$ cat src/logic/cct_pkg.sv
package cct_pkg;
  localparam int unsigned NUM_CHANNELS     = 4;
  localparam int unsigned STD_WIDTH        = 16;
  localparam int unsigned WIDE_WIDTH       = 32;
  localparam int unsigned DEAD_TIME_W      = 8;
  localparam int unsigned SYNC_STAGES      = 3;

  typedef enum logic [1:0] {
    CCT_MODE_OFF,
    CCT_MODE_CAPTURE,
    CCT_MODE_COMPARE,
    CCT_MODE_PWM
  } cct_mode_e;

  typedef enum logic {
    CCT_SRC_CLOCK,
    CCT_SRC_EVENT
  } cct_src_e;
endpackage

$ cat src/logic/cct_sync.sv
`timescale 1ns/10ps
// three-stage input synchroniser; a change is taken once stages two and three agree
module cct_sync #(
  parameter int unsigned WIDTH = 1
) (
  // clock and reset
  input  wire logic             mclk,
  input  wire logic             rst_n,
  // data
  input  wire logic [WIDTH-1:0] asyncIn,
  output logic      [WIDTH-1:0] syncOut
);
  logic [WIDTH-1:0] st1_q;
  logic [WIDTH-1:0] st2_q;
  logic [WIDTH-1:0] st3_q;
  logic [WIDTH-1:0] out_q;
  logic [WIDTH-1:0] out_d;

  always_comb begin
    out_d = out_q;
    for (int i = 0; i < WIDTH; i++) begin
      if (st2_q[i] == st3_q[i]) begin
        out_d[i] = st3_q[i];
      end
    end
  end

  always_ff @(posedge mclk or negedge rst_n) begin
    if (!rst_n) begin
      st1_q <= '0;
      st2_q <= '0;
      st3_q <= '0;
      out_q <= '0;
    end else begin
      st1_q <= asyncIn;
      st2_q <= st1_q;
      st3_q <= st2_q;
      out_q <= out_d;
    end
  end

  assign syncOut = out_q;
endmodule

$ cat src/logic/cct_timer.sv
`timescale 1ns/10ps
// Operation
// - standard unit uses a sixteen-bit counter
// - wide unit uses a thirty-two-bit counter
// - wide unit differs from standard in counter width and, as instance one, has no dead time
// - up to four channels, each capture or compare capable
// - each channel runs in exactly one mode: off, capture, compare or pwm
// - capture copies counter into channel buffer on selected input event
// - compare output shows counter compared against programmed threshold
// - pwm output follows successive compare values software writes
// - dead-time insertion exists only in instance zero
// - counts clock or external events and produces pwm outputs
// - drives timed trigger pulses to the reflex event network
module cct_timer #(
  parameter int unsigned WIDTH    = cct_pkg::STD_WIDTH,
  parameter int unsigned CHANNELS = cct_pkg::NUM_CHANNELS,
  parameter int unsigned INSTANCE = 0
) (
  // clock and reset
  input  wire logic                                 mclk,
  input  wire logic                                 rst_n,
  // counter control
  input  wire logic                                 countEnable,
  input  wire cct_pkg::cct_src_e                    countSource,
  input  wire logic                                 eventPin,
  input  wire logic                                 overflowClear,
  // channel configuration
  input  wire cct_pkg::cct_mode_e [CHANNELS-1:0]    chanMode,
  input  wire logic [CHANNELS-1:0][WIDTH-1:0]       compareValue,
  input  wire logic [CHANNELS-1:0]                  compareWrite,
  input  wire logic [CHANNELS-1:0]                  captureRise,
  input  wire logic [CHANNELS-1:0]                  capturePin,
  // dead time
  input  wire logic                                 deadTimeEnable,
  input  wire logic [cct_pkg::DEAD_TIME_W-1:0]      deadTime,
  // status and outputs
  output logic [WIDTH-1:0]                          counterValue,
  output logic                                      overflowFlag,
  output logic [CHANNELS-1:0][WIDTH-1:0]            captureValue,
  output logic [CHANNELS-1:0]                       captureValid,
  output logic [CHANNELS-1:0]                       chanOut,
  output logic [CHANNELS-1:0]                       chanOutN,
  output logic [CHANNELS-1:0]                       reflexTrigger,
  output logic                                      reflexOverflow
);
  localparam logic [WIDTH-1:0] CNT_MAX = '1;
  localparam bit HAS_DEAD = (INSTANCE == 0);

  // refuse widths and channel counts the logic cannot serve
  if (WIDTH != cct_pkg::STD_WIDTH && WIDTH != cct_pkg::WIDE_WIDTH) begin : g_bad_width
    $error("width must be 16 or 32");
  end
  if (CHANNELS < 1 || CHANNELS > cct_pkg::NUM_CHANNELS) begin : g_bad_chan
    $error("channel count must be 1 to 4");
  end

  // pin synchronisation
  logic [CHANNELS:0] pinSync;
  cct_sync #(.WIDTH(CHANNELS + 1)) u_sync (
    .mclk    (mclk),
    .rst_n   (rst_n),
    .asyncIn ({eventPin, capturePin}),
    .syncOut (pinSync)
  );

  // counter state
  logic [WIDTH-1:0]    cnt_q, cnt_d;
  logic                ovf_q, ovf_d;
  logic                ovfPulse_q, ovfPulse_d;
  logic                evtPrev_q, evtPrev_d;
  logic [CHANNELS-1:0] capPrev_q, capPrev_d;
  logic                tick;
  logic                wrap;

  assign tick = countEnable && ((countSource == cct_pkg::CCT_SRC_CLOCK) ||
                (pinSync[CHANNELS] && !evtPrev_q));
  assign wrap = tick && (cnt_q == CNT_MAX);

  always_comb begin
    evtPrev_d  = pinSync[CHANNELS];
    capPrev_d  = pinSync[CHANNELS-1:0];
    cnt_d      = tick ? cnt_q + 1'b1 : cnt_q;
    ovfPulse_d = wrap;
    ovf_d      = wrap ? 1'b1 : (overflowClear ? 1'b0 : ovf_q);
  end

  always_ff @(posedge mclk or negedge rst_n) begin
    if (!rst_n) begin
      cnt_q      <= '0;
      ovf_q      <= 1'b0;
      ovfPulse_q <= 1'b0;
      evtPrev_q  <= 1'b0;
      capPrev_q  <= '0;
    end else begin
      cnt_q      <= cnt_d;
      ovf_q      <= ovf_d;
      ovfPulse_q <= ovfPulse_d;
      evtPrev_q  <= evtPrev_d;
      capPrev_q  <= capPrev_d;
    end
  end

  // channels
  logic [CHANNELS-1:0][WIDTH-1:0]              thr_q, thr_d;
  logic [CHANNELS-1:0][WIDTH-1:0]              cap_q, cap_d;
  logic [CHANNELS-1:0]                         capV_q, capV_d;
  logic [CHANNELS-1:0]                         raw_q, raw_d;
  logic [CHANNELS-1:0]                         out_q, out_d;
  logic [CHANNELS-1:0]                         outN_q, outN_d;
  logic [CHANNELS-1:0]                         trg_q, trg_d;
  logic [CHANNELS-1:0][cct_pkg::DEAD_TIME_W-1:0] dly_q, dly_d;

  function automatic logic capEdge(input logic cur, input logic prev, input logic rise);
    capEdge = rise ? (cur && !prev) : (!cur && prev);
  endfunction

  generate
    for (genvar c = 0; c < CHANNELS; c++) begin : g_chan
      logic match;
      logic useDead;
      assign match   = tick && (cnt_q == thr_q[c]);
      assign useDead = HAS_DEAD && deadTimeEnable;

      always_comb begin
        thr_d[c]  = thr_q[c];
        cap_d[c]  = cap_q[c];
        capV_d[c] = 1'b0;
        raw_d[c]  = raw_q[c];
        trg_d[c]  = 1'b0;
        dly_d[c]  = dly_q[c];
        out_d[c]  = out_q[c];
        outN_d[c] = outN_q[c];
        if (compareWrite[c]) begin
          thr_d[c] = compareValue[c];
        end
        unique case (chanMode[c])
          cct_pkg::CCT_MODE_CAPTURE: begin
            raw_d[c] = 1'b0;
            if (capEdge(pinSync[c], capPrev_q[c], captureRise[c])) begin
              cap_d[c]  = cnt_q;
              capV_d[c] = 1'b1;
              trg_d[c]  = 1'b1;
            end
          end
          cct_pkg::CCT_MODE_COMPARE: begin
            raw_d[c] = (cnt_q >= thr_q[c]);
            trg_d[c] = match;
          end
          cct_pkg::CCT_MODE_PWM: begin
            if (wrap) begin
              raw_d[c] = 1'b1;
            end else if (match) begin
              raw_d[c] = 1'b0;
            end
            trg_d[c] = match;
          end
          cct_pkg::CCT_MODE_OFF: begin
            raw_d[c] = 1'b0;
          end
        endcase
        if (useDead && chanMode[c] == cct_pkg::CCT_MODE_PWM) begin
          if (raw_d[c] != raw_q[c]) begin
            dly_d[c]  = deadTime;
            out_d[c]  = 1'b0;
            outN_d[c] = 1'b0;
          end else if (dly_q[c] != '0) begin
            dly_d[c] = dly_q[c] - 1'b1;
          end else begin
            out_d[c]  = raw_q[c];
            outN_d[c] = !raw_q[c];
          end
        end else begin
          dly_d[c]  = '0;
          out_d[c]  = raw_d[c];
          outN_d[c] = !raw_d[c];
        end
      end

      always_ff @(posedge mclk or negedge rst_n) begin
        if (!rst_n) begin
          thr_q[c]  <= '0;
          cap_q[c]  <= '0;
          capV_q[c] <= 1'b0;
          raw_q[c]  <= 1'b0;
          trg_q[c]  <= 1'b0;
          dly_q[c]  <= '0;
          out_q[c]  <= 1'b0;
          outN_q[c] <= 1'b0;
        end else begin
          thr_q[c]  <= thr_d[c];
          cap_q[c]  <= cap_d[c];
          capV_q[c] <= capV_d[c];
          raw_q[c]  <= raw_d[c];
          trg_q[c]  <= trg_d[c];
          dly_q[c]  <= dly_d[c];
          out_q[c]  <= out_d[c];
          outN_q[c] <= outN_d[c];
        end
      end

    end
  endgenerate

  assign counterValue   = cnt_q;
  assign overflowFlag   = ovf_q;
  assign captureValue   = cap_q;
  assign captureValid   = capV_q;
  assign chanOut        = out_q;
  assign chanOutN       = outN_q;
  assign reflexTrigger  = trg_q;
  assign reflexOverflow = ovfPulse_q;
endmodule
$ cat config.mk
export PLATFORM = sky130hd
export DESIGN_NAME = cct_timer
export DESIGN_NICKNAME = d
export VERILOG_FILES = /design/src/logic/cct_pkg.sv /design/src/logic/cct_sync.sv /design/src/logic/cct_timer.sv
export SDC_FILE = /design/constraint.sdc
export NUM_CORES = 1
export LEC_CHECK = 0
export ABC_CLOCK_PERIOD_IN_PS = 4019
export BUFFER_PORTS_ARGS = -buffer_cell sky130_fd_sc_hd__buf_4
export CAP_MARGIN = 25
export CORE_UTILIZATION = 56
export DETAILED_ROUTE_END_ITERATION = 8
export PLACE_DENSITY_LB_ADDON = 0.25
export SLEW_MARGIN = 20
export SYNTH_ARGS = -nofsm -noshare
export SYNTH_HDL_FRONTEND = slang
export SYNTH_SLANG_ARGS = --single-unit
$ cat constraint.sdc
create_clock -name mclk -period 4.02 [get_ports mclk]
set_input_delay 0.201 -clock mclk [delete_from_list [all_inputs] [get_ports mclk]]
set_output_delay 0.201 -clock mclk [all_outputs]
set_load 0.1 [all_outputs]
# [Word level (Yosys, flattened, before mapping)]
# Cells that the tools add are included.
[op_classes] n_mux=66 n_lt_le_gt_ge=4 eq_ne=34 n_reduce_logical=58 n_addsub=5 n_bitwise=1
[op_table] cell="two-way mux 8 bit" count=12
[op_table] cell="== test 16 bit" count=4
[op_table] cell="greater-or-equal comparator 16 bit" count=4
[op_table] cell="two-way mux 1 bit" count=46
[op_table] cell="nonzero test 8 bit" count=4
[op_table] cell="subtractor 8 x 1 -> 8 bit (second input constant)" count=4
[op_table] cell="logical AND 1 bit" count=19
[op_table] cell="zero test 1 bit" count=17
[op_table] cell="adder 16 x 1 -> 16 bit (second input constant)" count=1
[op_table] cell="== test 16 bit (second input constant)" count=1
[op_table] cell="== test 2 bit (second input constant)" count=8
[op_table] cell="OR reduction 2 bit" count=8
[op_table] cell="inequality test 3 x 1 -> 1 bit (second input constant)" count=4
[op_table] cell="inequality test 3 bit (second input constant)" count=4
[op_table] cell="case mux 1 bit (3 select lines)" count=4
[op_table] cell="== test 2 x 1 -> 1 bit (second input constant)" count=4
[op_table] cell="zero test 2 bit" count=4
[op_table] cell="case mux 1 bit (2 select lines)" count=4
[op_table] cell="AND reduction 2 bit" count=4
[op_table] cell="== test 1 bit" count=5
[op_table] cell="inequality test 1 bit" count=4
[op_table] cell="nonzero test 2 bit" count=1
[op_table] cell="logical OR 1 bit" count=1
[op_table] cell="inverter 1 bit" count=1
[word_totals] wordCells=213 output_inout_bits=98 inputBits=99 ff_bits=223

# [Depth between registers and ports, before layout]
# Gate-level depths: netlist (run 1).
[logic_depth] word_depth=11 mapped_depth=14 mapped_depth_nobuf=13

# [Hierarchy]
# From an unflattened synthesis (run 1), not the netlist that was laid out.
[hier_totals] cells_unflattened=1003 hier_area_um2=10596.4
[modules_own_cells] module="cct_timer" cells_per_inst=978 area_each_um2=10039.6 instances=1
[modules_own_cells] module="cct_sync" cells_per_inst=25 area_each_um2=556.8 instances=1

# [Least setup slack after synthesis (run 1)]
# No wires, ideal clock.
[synth_timing] kind="reg2reg" start="reg cnt_q[10], in the netlist counterValue[10]" end="reg out_q[3], in the netlist chanOut[3]" arrival_ns=3.638 stages_incl_launch_ff=14 period_less_slack_ns=3.760 n_path_buf=1 setup_slack_ns=0.260 cell_sequence="dfrtp_1 -> ha_1 -> nand4_1 -> or4_1 -> nor3_1 -> o22ai_1 -> or2_2 -> ha_1 -> clkbuf_1 -> a31oi_1 -> mux2i_1 -> a21oi_1 -> o21ai_0 -> nand2b_1"
[synth_via] elab_chain_cells=8 elab_cells_between_ends=12 classes_between="order compare (1); eq/ne (4); mux (5); reduce/logical (2)"
[synth_rtl] item="from (decl)" line_no="cct_timer.sv:67" rtl="logic [WIDTH-1:0] cnt_q, cnt_d;"
[synth_rtl] item="from (signal assigned)" line_no="cct_timer.sv:95" rtl="cnt_q <= cnt_d;"
[synth_rtl] item="branches (longest 4 deep; another with greater-or-equal comparator 16 bit)"
[synth_rtl] item="case mux 1 bit (3 select lines) (*)" line_no="cct_timer.sv:136" rtl="unique case (chanMode[c])"
[synth_rtl] item="inequality test 1 bit" line_no="cct_timer.sv:162" rtl="if (raw_d[c] != raw_q[c]) begin"
[synth_rtl] item="two-way mux 1 bit" line_no="cct_timer.sv:162"
[synth_rtl] item="two-way mux 1 bit" line_no="cct_timer.sv:161" rtl="if (useDead && chanMode[c] == cct_pkg::CCT_MODE_PWM) begin"
[synth_rtl] item="to (signal, indexed assignment)" line_no="cct_timer.sv:196" rtl="out_q[c] <= out_d[c];"
[synth_rtl] item="to (decl)" line_no="cct_timer.sv:108" rtl="logic [CHANNELS-1:0] out_q, out_d;"
# Every way passes the cells marked *.
# A chain may end at the register's enable or synchronous reset.

# [Final worst setup path (run 1)]
[layout_timing] start="reg cnt_q[11], in the netlist counterValue[11]" end="reg out_q[3], in the netlist chanOut[3]"
# The elaborated chain is that of the path after synthesis.

==> implementation parameters, run 1 <==
Parameter                              Value

Critical path
  Data arrival, critical path ... 3.89 ns
  Buffers & Inverters on Critical Path ... 0
  Crit path capture type ... flop
  Critical path's most frequent cell ... sky130_fd_sc_hd__ha_1
  Critical Path Max Stage Delay ... 0.57 ns
  Kind of cell adding the most delay to the critical path ... simple AND/OR/NAND/NOR gates
  Crit path max fanout ... 11
  Cell-by-cell trace of the critical path ... ha_1 > nand4_1 > or4_1 > nor3_1 > o22ai_1 > or2_2 > ha_1 > a31oi_1 > mux2i_1 > a21oi_1 > o21ai_0 > nand2b_1
  Cell type of the slowest stage on the worst timing path ... sky130_fd_sc_hd__dfrtp_1
  Critical Setup Path Class ... flop to flop
  Kind of start point of the critical path ... flop
  Req. time, crit path ... about 4.4 ns

STA
  Final min period ... 3.50 ns
  Final Max Tran Viols ... 0
  Highest attainable clock frequency ... roughly 290 MHz
  Max Clock Skew ... 0.0183 ns
  Unrepaired setup endpoints after global routing ... no
  Rel. slew slack ... 0.313
  Accumulated negative setup slack ... 0 ns
  Final hold slack ... 0.0257 ns
  Worst Setup Slack, final ... 0.523 ns
  Transition time at the pin with the least slew margin ... approximately 1.0 ns
  Setup violation total in the final timing report ... 0
  Final hold violations ... 0
  Tcrit/Tclk final ... 0.870

Finish
  Most frequent standard cell in the layout excluding fill and tap cells ... sky130_fd_sc_hd__dfrtp_1
  Proportion of layout cells with a drive suffix above 1 ... 0.244
  Highest-count cells in the layout ignoring fill and taps ... sky130_fd_sc_hd__dfrtp_1, sky130_fd_sc_hd__buf_4, sky130_fd_sc_hd__nand2_1, sky130_fd_sc_hd__o21ai_0, sky130_fd_sc_hd__nor2_1
  Post-Route Utilization ... 0.759
  Fillcell total ... 1161
  Layout overhead on the synthesized area ... 30.9%
  Net count reported at finish ... 1471

Global routing
  Number of global-route vias before repair ... 9028
  Overflow left after global routing ... 0
  Maximum number of pins on one net before global-route repair ... 96
  Total global routing track utilization ... 0.302
  Number of antenna violations at the first check in global routing ... 2
  First-pass GRT wire length ... around 46000 µm

Routing
  Number of vias per cell after detailed routing ... 5.64
  Remaining antenna violation count after routing ... 0
  Via total after detailed routing ... 8678
  Iteration-0 DRC count of the detailed router ... around 540
  Sum of routed wire length over all layers ... 28900 µm
  Pre-antenna DRT Iters ... 5
  Average detailed-routed wire length per instance ... 18.8 µm
  Remaining design rule violation count ... 0

Placement
  Port Buf Inserts ... 196
  Routability congestion estimate ... 0.931
  Worst setup slack before clock tree synthesis ... 0.564 ns
  Half-perimeter wire length of the detailed placement result ... 19500 µm

Clock network
  Clock slew at the register clock pins of the worst setup and hold paths ... 0.06 ns
  Clock root buffer master ... sky130_fd_sc_hd__clkbuf_16
  Max Root-Sink Buffers ... 3
  Number of H-tree levels ... 1
  Total number of clock tree sinks ... 223
  CTS tree ... yes
  Clock latency at the later pin of the worst-skew pair ... 0.52 ns
  Setup repair bufs after CTS ... 0
  Number of buffers inserted during clock tree synthesis ... 24

Run
  Max Cap Viol ... 0

Synth
  Total number of yosys warnings ... 0
  Share of synthesized flip-flops with an asynchronous set or reset ... 1.00
  Cell area after technology mapping ... 10600 µm²
  Number of cells produced by synthesis ... 1014
  Mean cell area of the mapped netlist ... 10.4 µm²
  Synth Register Bits ... 223
  Sequential cell area fraction in the yosys report ... 0.527
  Top FF cell, synth ... sky130_fd_sc_hd__dfrtp_1
  Net count of the mapped netlist ... 1190
  Post-synthesis cell type count ... 54
  Number of enable flip-flop cells after synthesis ... 0

Die
  Core outline area ... about 18000 µm²
  Full die area ... 19500 µm²
  Row cnt ... 49
  Horizontal die dimension ... 140 µm
  Initial Util ... 0.580
  Y dimension of the die ... 140 µm
  Ports ... between 150 and 200

Power and ir drop
  Cell Pwr Density ... about 550 nW/µm²
  Leakage dissipation ... a little over 7 nW
  Worst IR drop on VDD ... 0.731 mV

Min path
  Hold/Removal Path Class ... primary input to flop

Outcome
  Run status ... complete, no violations
[timing repair]
item	CTS	global route
hold endpoints to repair	191	0
resized for setup	0	0
hold buffers	81	0
[report_power, final]
group          internal [mW]  switching (mW)  leakage, nW  total (mW)
Sequential              2.49           0.217         2.87        2.71
Combinational          0.898            1.92         3.89        2.82
Clock                   1.17           0.879        0.349        2.05
Total                   4.56            3.02         7.11        7.57
[metrics by stage]
step                      power [mW]  std cells  cell area [µm²]
after global routing            7.91       1539            13900
after global placement          5.40       1416            12300
after floorplan                 4.77       1014            10600
final                           7.57       1539            13900
after CTS                       7.57       1536            13800
after detailed placement        5.46       1416            12300
[metal layers]
metal | GRT usage | vias to the layer above | part of all wire
met5 | 0 | - | 0
met4 | 0.134 | 0 | 0.045
met3 | 0.0626 | 93 | 0.069
met2 | 0.527 | 346 | 0.50
met1 | 0.361 | 4210 | 0.39
li1 | - | 4029 | -
[worst min-delay path, delay by kind of cell]
family / cells / cell delay (ns)
simple gates: 2 / 0.15
buf+inv: 1 / 0.14
[cell usage after synthesis (all sizes together) (4+ instances only)]
master  instances  area, µm²
dfrtp         223       5580
nand2         101        379
o21ai          97        489
nor2           88        330
inv            83        312
ha             77        963
mux2           65        732
a21oi          61        305
xnor2          33        289
clkbuf         26       97.6
nand3          24        120
nand4          15       93.8
buf             9       48.8
nor2b           9       71.3
nand2b          8       50.1
nor3            8       40.0
xor2            7       61.3
a211oi          6       45.0
a21o            6       45.0
and3            6       37.5
nor4            6       37.5
or4             6       52.6
maj3            5       50.1
or2             5       31.3
a31oi           4       25.0
[worst paths after layout]
check	endpoint	start	slack [ns]	depth (start not counted)
worst max-delay path	chanOut[3]	counterValue[11]	0.52	12
worst min-delay path	dly_q[1]	chanMode[0]	0.03	3
worst max register to register	chanOut[3]	counterValue[11]	0.52	12
worst min register to register	u_sync.st2_q[4]	u_sync.st1_q[4]	0.35	0
max in group asynchronous	captureValue[55]	rst_n	2.62	3
min in group asynchronous	dly_q[20]	rst_n	0.27	2
[logic make-up after synthesis]
logic type,after synthesis,synth area share
flops,223,0.527
xor+xnor,40,0.0331
mux,68,0.0719
buf+inv,118,0.0432
simple gates,287,0.126
fa+ha+maj,82,0.0957
compound gates,196,0.103
[state kept, by name (all words and copies together) (netlist names), 4 cells and up]
register        flops
captureValue       64
thr_q              64
dly_q              32
counterValue       16
u_sync.st1_q        5
u_sync.st2_q        5
u_sync.st3_q        5
u_sync.syncOut      5
capPrev_q           4
captureValid        4
chanOutN            4
chanOut             4
raw_q               4
reflexTrigger       4
[area by class of cell]
| cell class | count | area (µm²) | share of cell area |
|---|---|---|---|
| Sequential cell | 223 | 5580 | 0.402 |
| Multi-Input combinational cell | 673 | 4550 | 0.328 |
| Timing Repair Buffer | 290 | 2410 | 0.174 |
| Clock buffer | 33 | 674 | 0.0486 |
| Inverter | 83 | 312 | 0.0225 |
| Tap cell | 229 | 287 | 0.0207 |
| Clock inverter | 6 | 46.3 | 0.00334 |
| Antenna cell | 2 | 5.00 | 0.000361 |
No activity file was read; power rests on OpenSTA's default activity.
==> run 2, diff against run 1 <==
Settings changed: ABC_CLOCK_PERIOD_IN_PS 4019 to 3920, CAP_MARGIN 25 to 40.
Clock period 4.02 ns to 3.92 ns, I/O delays scaled along.
==> run 2 against run 1 <==
Compared with the run above: register-to-register slack worse by 0.17 ns; worst setup slack worse by 0.17 ns; clock power grew 9.8%; non-clock buffer count up 1; die area did not move; worst hold slack better by 0.012 ns; via count rose by 0.14%; combinational power up 2%; final cell count up 0.26%; flip-flop and latch count stayed put.
==> implementation parameters, run 2 (synthesis gave the netlist of run 1 again) <==
Parameter                              Value

Clock network
  Setup repair bufs after CTS ... 0
  Clock root buffer master ... sky130_fd_sc_hd__clkbuf_16
  CTS tree ... yes
  Number of buffers inserted during clock tree synthesis ... 24
  Clock latency at the later pin of the worst-skew pair ... 0.51 ns
  Count of instances resized after the clock tree is built ... 0
  Total number of clock tree sinks ... 223
  Clock slew at the register clock pins of the worst setup and hold paths ... roughly 0.060 ns
  Number of H-tree levels ... 1
  Number of hold buffers added after CTS ... 82
  Max Root-Sink Buffers ... 3

Power and ir drop
  Cell Pwr Density ... 570 nW/µm²
  Leakage dissipation ... 7.16 nW
  Total power of the final layout ... 7.95 mW
  Worst IR drop on VDD ... around 0.95 mV

Placement
  Half-perimeter wire length of the detailed placement result ... 19600 µm
  Routability congestion estimate ... 0.917
  Placed Instance Area ... roughly 12000 µm²
  Port Buf Inserts ... 196

STA
  Tcrit/Tclk final ... 0.910
  Final hold violations ... 0
  Rel. slew slack ... 0.456
  Unrepaired setup endpoints after global routing ... no
  Accumulated negative setup slack ... 0 ns
  Final hold slack ... between 0.03 and 0.04 ns
  Transition time at the pin with the least slew margin ... 0.815 ns
  Setup violation total in the final timing report ... 0
  Final Max Tran Viols ... 0
  Max Clock Skew ... 0.0114 ns
  Highest attainable clock frequency ... 280 MHz
  Final min period ... roughly 3.6 ns

Critical path
  Kind of start point of the critical path ... flop
  Req. time, crit path ... between 4 and 5 ns
  Data arrival, critical path ... 3.97 ns
  Crit path max fanout ... 18
  Critical Setup Path Class ... flop to flop
  Worst reg-to-reg setup slack ... around 0.35 ns
  Crit path capture type ... flop

Routing
  Iteration-0 DRC count of the detailed router ... 609
  Via total after detailed routing ... 8690
  Remaining antenna violation count after routing ... 0
  Number of vias per cell after detailed routing ... 5.63
  Average detailed-routed wire length per instance ... roughly 19 µm
  Sum of routed wire length over all layers ... 29500 µm
  Pre-antenna DRT Iters ... 5
  Remaining design rule violation count ... 0

Die
  Y dimension of the die ... between 100 and 150 µm
  Horizontal die dimension ... 140 µm
  Full die area ... 19500 µm²
  Row cnt ... 49
  Ports ... between 150 and 200
  Initial Util ... 0.580
  Core outline area ... 18300 µm²

Outcome
  Run status ... complete, no violations

Global routing
  First-pass GRT wire length ... 46800 µm
  Number of antenna violations at the first check in global routing ... 0
  Maximum number of pins on one net before global-route repair ... roughly 110
  Overflow left after global routing ... 0
  Total global routing track utilization ... 0.308
  Number of global-route vias before repair ... approximately 9.0k

Finish
  Area occupied by multi-input gates ... 4550 µm²
  Area taken by flip-flops and latches ... 5580 µm²
  Final design area excluding fillers ... roughly 14000 µm²
  Post-Route Utilization ... 0.763
  Fillcell total ... 1169
  Most frequent standard cell in the layout excluding fill and tap cells ... sky130_fd_sc_hd__dfrtp_1
  Proportion of layout cells with a drive suffix above 1 ... 0.245
  Layout overhead on the synthesized area ... 31.6%
  Net count reported at finish ... 1472
  Antenna diode count ... 0
  Highest-count cells in the layout ignoring fill and taps ... sky130_fd_sc_hd__dfrtp_1, sky130_fd_sc_hd__buf_4, sky130_fd_sc_hd__nand2_1, sky130_fd_sc_hd__o21ai_0, sky130_fd_sc_hd__nor2_1

Min path
  Hold/Removal Path Class ... primary input to flop

Run
  Max Cap Viol ... 0
==> run 2: changes by cell type in the layout (fill, tap and decap cells not counted), moves of 2 or more <==
cell                         change
sky130_fd_sc_hd__buf_4           -2
sky130_fd_sc_hd__buf_6           +2
sky130_fd_sc_hd__clkbuf_1        +2
sky130_fd_sc_hd__clkbuf_8        +4
sky130_fd_sc_hd__clkinvlp_4      -2
sky130_fd_sc_hd__diode_2         -2
==> run 2: layout make-up <==
type | count | area share
sequential | 223 | 0.400
multi-input combinational | 673 | 0.327
timing repair buffer | 291 | 0.174
clock buffer | 40 | 0.0546
inverter | 83 | 0.0223
tap | 229 | 0.0205
clock inverter | 4 | 0.00170
==> run 2: critical path, cell delays in order (launching register included) <==
cell	delay (ns)
sky130_fd_sc_hd__dfrtp_1	0.77
sky130_fd_sc_hd__and3_1	0.31
sky130_fd_sc_hd__nand3_1	0.17
sky130_fd_sc_hd__or4_1	0.67
sky130_fd_sc_hd__inv_2	0.11
sky130_fd_sc_hd__a21oi_1	0.07
sky130_fd_sc_hd__o21ai_0	0.19
sky130_fd_sc_hd__ha_1	0.48
sky130_fd_sc_hd__nor2b_4	0.23
sky130_fd_sc_hd__o21ai_1	0.08
sky130_fd_sc_hd__a21o_1	0.18
sky130_fd_sc_hd__a32o_1	0.19
==> run 2: worst paths after layout <==
| path | from | endpoint | depth (start not counted) |
|---|---|---|---|
| setup / recovery | counterValue[4] | chanOutN[0] | 11 |
| hold / removal | chanMode[6] | dly_q[25] | 3 |
| setup reg to reg | counterValue[4] | chanOutN[0] | 11 |
| hold reg to reg | u_sync.st1_q[4] | u_sync.st2_q[4] | 0 |
| max in group asynchronous | rst_n | counterValue[8] | 3 |
| min in group asynchronous | rst_n | dly_q[19] | 2 |
==> run 2: power by group <==
group,switching (mW),internal [mW],total [mW]
combinational,1.97,0.918,2.89
clock,0.928,1.32,2.25
sequential,0.259,2.55,2.81
==> run 2: routing by layer <==
| layer | global-route usage | up-vias | wire length [µm] |
|---|---|---|---|
| met4 | 0.117 | 0 | 1010 |
| met1 | 0.386 | 4278 | 11900 |
| met2 | 0.537 | 316 | 14800 |
| met3 | 0.0509 | 69 | 1790 |
| met5 | 0 | - | 0 |
| li1 | - | 4027 | - |
==> run 2: per-stage QoR <==
step                worst slack, ns  std cells
floorplan                     0.160       1014
global placement              0.487       1414
detailed placement            0.444       1417
CTS                           0.388       1543
global route                 0.0917       1543
finish                        0.351       1543
==> run 3, diff against run 2 <==
--- a/constraint.sdc
+++ b/constraint.sdc
@@ -3,2 +3,2 @@
 set_output_delay 0.196 -clock mclk [all_outputs]
-set_load 0.1 [all_outputs]
+set_load 0.05 [all_outputs]
==> run 3 against run 2 <==
Compared with the run above: core utilization increased by 0.36 points; critical path depth decreased by 1; flip-flop and latch count unchanged; sequential power about the same; worst hold slack got worse by 0.022 ns; fmax decreased by 0.37%; sequential share of layout area decreased by 0.19 points; critical path type unchanged; critical endpoint is now chanOut[2]; largest power group is now sequential cells.
==> implementation parameters, run 3 (synthesis gave the netlist of run 1 again) <==
Parameter                              Value

Clock network
  CTS tree ... yes
  Total number of clock tree sinks ... 223
  Clock latency at the later pin of the worst-skew pair ... 0.52 ns
  Count of instances resized after the clock tree is built ... 0
  Number of buffers inserted during clock tree synthesis ... 23
  Clock root buffer master ... sky130_fd_sc_hd__clkbuf_16
  Number of H-tree levels ... 1
  Clock slew at the register clock pins of the worst setup and hold paths ... 0.07 ns
  Max Root-Sink Buffers ... 3

Power and ir drop
  Internal Pwr Total ... 4.92 mW
  Portion of total power attributed to combinational logic ... 0.314
  Sequential share of power ... 0.371
  Leakage dissipation ... 7.20 nW
  Switching share of power ... 0.346
  Cell Pwr Density ... roughly 540 nW/µm²
  Worst IR drop on VDD ... roughly 0.53 mV
  Switching component of the power ... 2.60 mW
  Clock share of power ... 0.314

Critical path
  Critical path's most frequent cell ... sky130_fd_sc_hd__ha_1
  Critical Setup Path Class ... flop to flop
  Req. time, crit path ... 4.32 ns
  Crit path capture type ... flop
  End of the worst register-to-register path ... chanOut[2]
  Cell type of the slowest stage on the worst timing path ... sky130_fd_sc_hd__dfrtp_1
  Kind of start point of the critical path ... flop
  Worst reg-to-reg setup slack ... 0.34 ns
  Reg2reg path depth ... 10
  Cell-by-cell trace of the critical path ... ha_1 > nand4_1 > nor4_1 > nand3_1 > o2bb2ai_1 > or2_2 > ha_1 > nor2b_1 > mux2i_1 > a21oi_1
  Crit path max fanout ... 18
  Startpoint of the worst register-to-register path ... counterValue[13]
  Critical Path Max Stage Delay ... 0.58 ns
  Data arrival, critical path ... 3.98 ns

Global routing
  Total global routing track utilization ... 0.308
  Number of global-route vias before repair ... 9046
  Number of antenna violations at the first check in global routing ... 0
  Overflow left after global routing ... 0
  Maximum number of pins on one net before global-route repair ... 133
  First-pass GRT wire length ... approximately 47000 µm

Routing
  Met2 wirelength from detailed routing ... around 15000 µm
  Pre-antenna DRT Iters ... 6
  Via total after detailed routing ... 8768
  Top routing layer used ... met4
  Remaining antenna violation count after routing ... 0
  Met3 WL ... 2040 µm
  Remaining design rule violation count ... 0
  Iteration-0 DRC count of the detailed router ... 494
  Sum of routed wire length over all layers ... 29600 µm
  Number of vias per cell after detailed routing ... 5.68
  Routed met1 length ... 11300 µm
  Average detailed-routed wire length per instance ... 19.2 µm

Finish
  Antenna diode count ... 0
  Post-Route Utilization ... 0.767
  Fillcell total ... roughly 1.2k
  Proportion of layout cells with a drive suffix above 1 ... 0.249
  Highest-count cells in the layout ignoring fill and taps ... sky130_fd_sc_hd__dfrtp_1, sky130_fd_sc_hd__buf_4, sky130_fd_sc_hd__nand2_1, sky130_fd_sc_hd__o21ai_0, sky130_fd_sc_hd__nor2_1
  Layout overhead on the synthesized area ... 32.3%
  Number of non-filler instances in the completed layout ... around 1.5k
  Most frequent standard cell in the layout excluding fill and tap cells ... sky130_fd_sc_hd__dfrtp_1
  Net count reported at finish ... 1474

Min path
  Worst hold path startpoint ... chanMode[0]
  Worst Hold End ... dly_q[1]
  Worst hold stages ... 3
  Hold/Removal Path Class ... primary input to flop

Placement
  Half-perimeter wire length of the detailed placement result ... 19500 µm
  Routability congestion estimate ... 0.938
  Post-placement cell count ... 1420
  Port Buf Inserts ... slightly below 200

Run
  Max Cap Viol ... 0

Outcome
  Run status ... complete, no violations

Die
  Initial Util ... 0.580
  Full die area ... 19500 µm²
  Core outline area ... 18300 µm²
  Horizontal die dimension ... 140 µm
  Ports ... 197
  Y dimension of the die ... roughly 140 µm
  Row cnt ... 49

STA
  Highest attainable clock frequency ... 279 MHz
  Setup violation total in the final timing report ... 0
  Final Max Tran Viols ... 0
  Unrepaired setup endpoints after global routing ... no
  Transition time at the pin with the least slew margin ... 0.628 ns
  Rel. slew slack ... 0.577
  Final hold violations ... 0
  Accumulated negative setup slack ... 0 ns
  Final min period ... 3.58 ns
  Max Clock Skew ... 0.00900 ns
  Final hold slack ... 0.0154 ns
  Tcrit/Tclk final ... 0.914
run 3: power groups by stage:
| stage | Combinational [mW] | Sequential (mW) | Clock [mW] |
|---|---|---|---|
| floorplan | 1.10 | 3.25 | 0 |
| detailed placement | 2.25 | 2.81 | 0 |
| global placement | 2.20 | 2.80 | 0 |
| global route | 2.57 | 2.81 | 2.47 |
| CTS | 2.34 | 2.78 | 2.36 |
| finish | 2.36 | 2.79 | 2.36 |
run 3: routing by layer:
layer | GRT usage | vias up
met4 | 0.142 | 0
met2 | 0.536 | 348
met5 | 0 | -
met1 | 0.373 | 4275
li1 | - | 4042
met3 | 0.0554 | 103
run 3: worst max-delay path by stage:
| stage | from | to | slack, ns | cells past startpoint |
|---|---|---|---|---|
| detailed placement | counterValue[10] | chanOutN[0] | 0.44 | 12 |
| CTS | counterValue[10] | chanOutN[0] | 0.44 | 12 |
| floorplan | counterValue[10] | chanOut[3] | 0.46 | 13 |
| finish | counterValue[13] | chanOut[2] | 0.34 | 10 |
| global route | counterValue[13] | chanOut[2] | 0.11 | 10 |
| global placement | counterValue[11] | chanOutN[0] | 0.58 | 11 |
run 3: layout make-up:
cell class              count  area [µm²]  share of cell area
clock buffers              31         656              0.0468
multi-input cells         673        4550               0.325
clock inverters            10         156              0.0112
inverters                  83         312              0.0222
repair buffers            294        2460               0.176
flip-flops and latches    223        5580               0.398
well taps                 229         287              0.0205
run 3: stage by stage:
step | total power, mW | worst slack, ns | area (µm²)
5_1_grt | 7.85 | 0.110 | 14000
2_1_floorplan | 4.35 | 0.460 | 10600
3_3_place_gp | 5.00 | 0.575 | 12300
4_1_cts | 7.48 | 0.439 | 14000
6_report | 7.52 | 0.338 | 14000
3_5_place_dp | 5.06 | 0.445 | 12400
run 3: timing repair:
action / in CTS / in global routing
setup buffers: 0 / 0
hold buffers: 81 / 0
endpoints found under the hold margin: 227 / 0
run 3: critical path: cells and delay by family (launching register included):
family | cells | cell delay [ns]
compound gates | 2 | 0.27
mux | 1 | 0.24
flops | 1 | 0.58
fa+ha+maj | 2 | 0.90
simple gates | 5 | 1.47
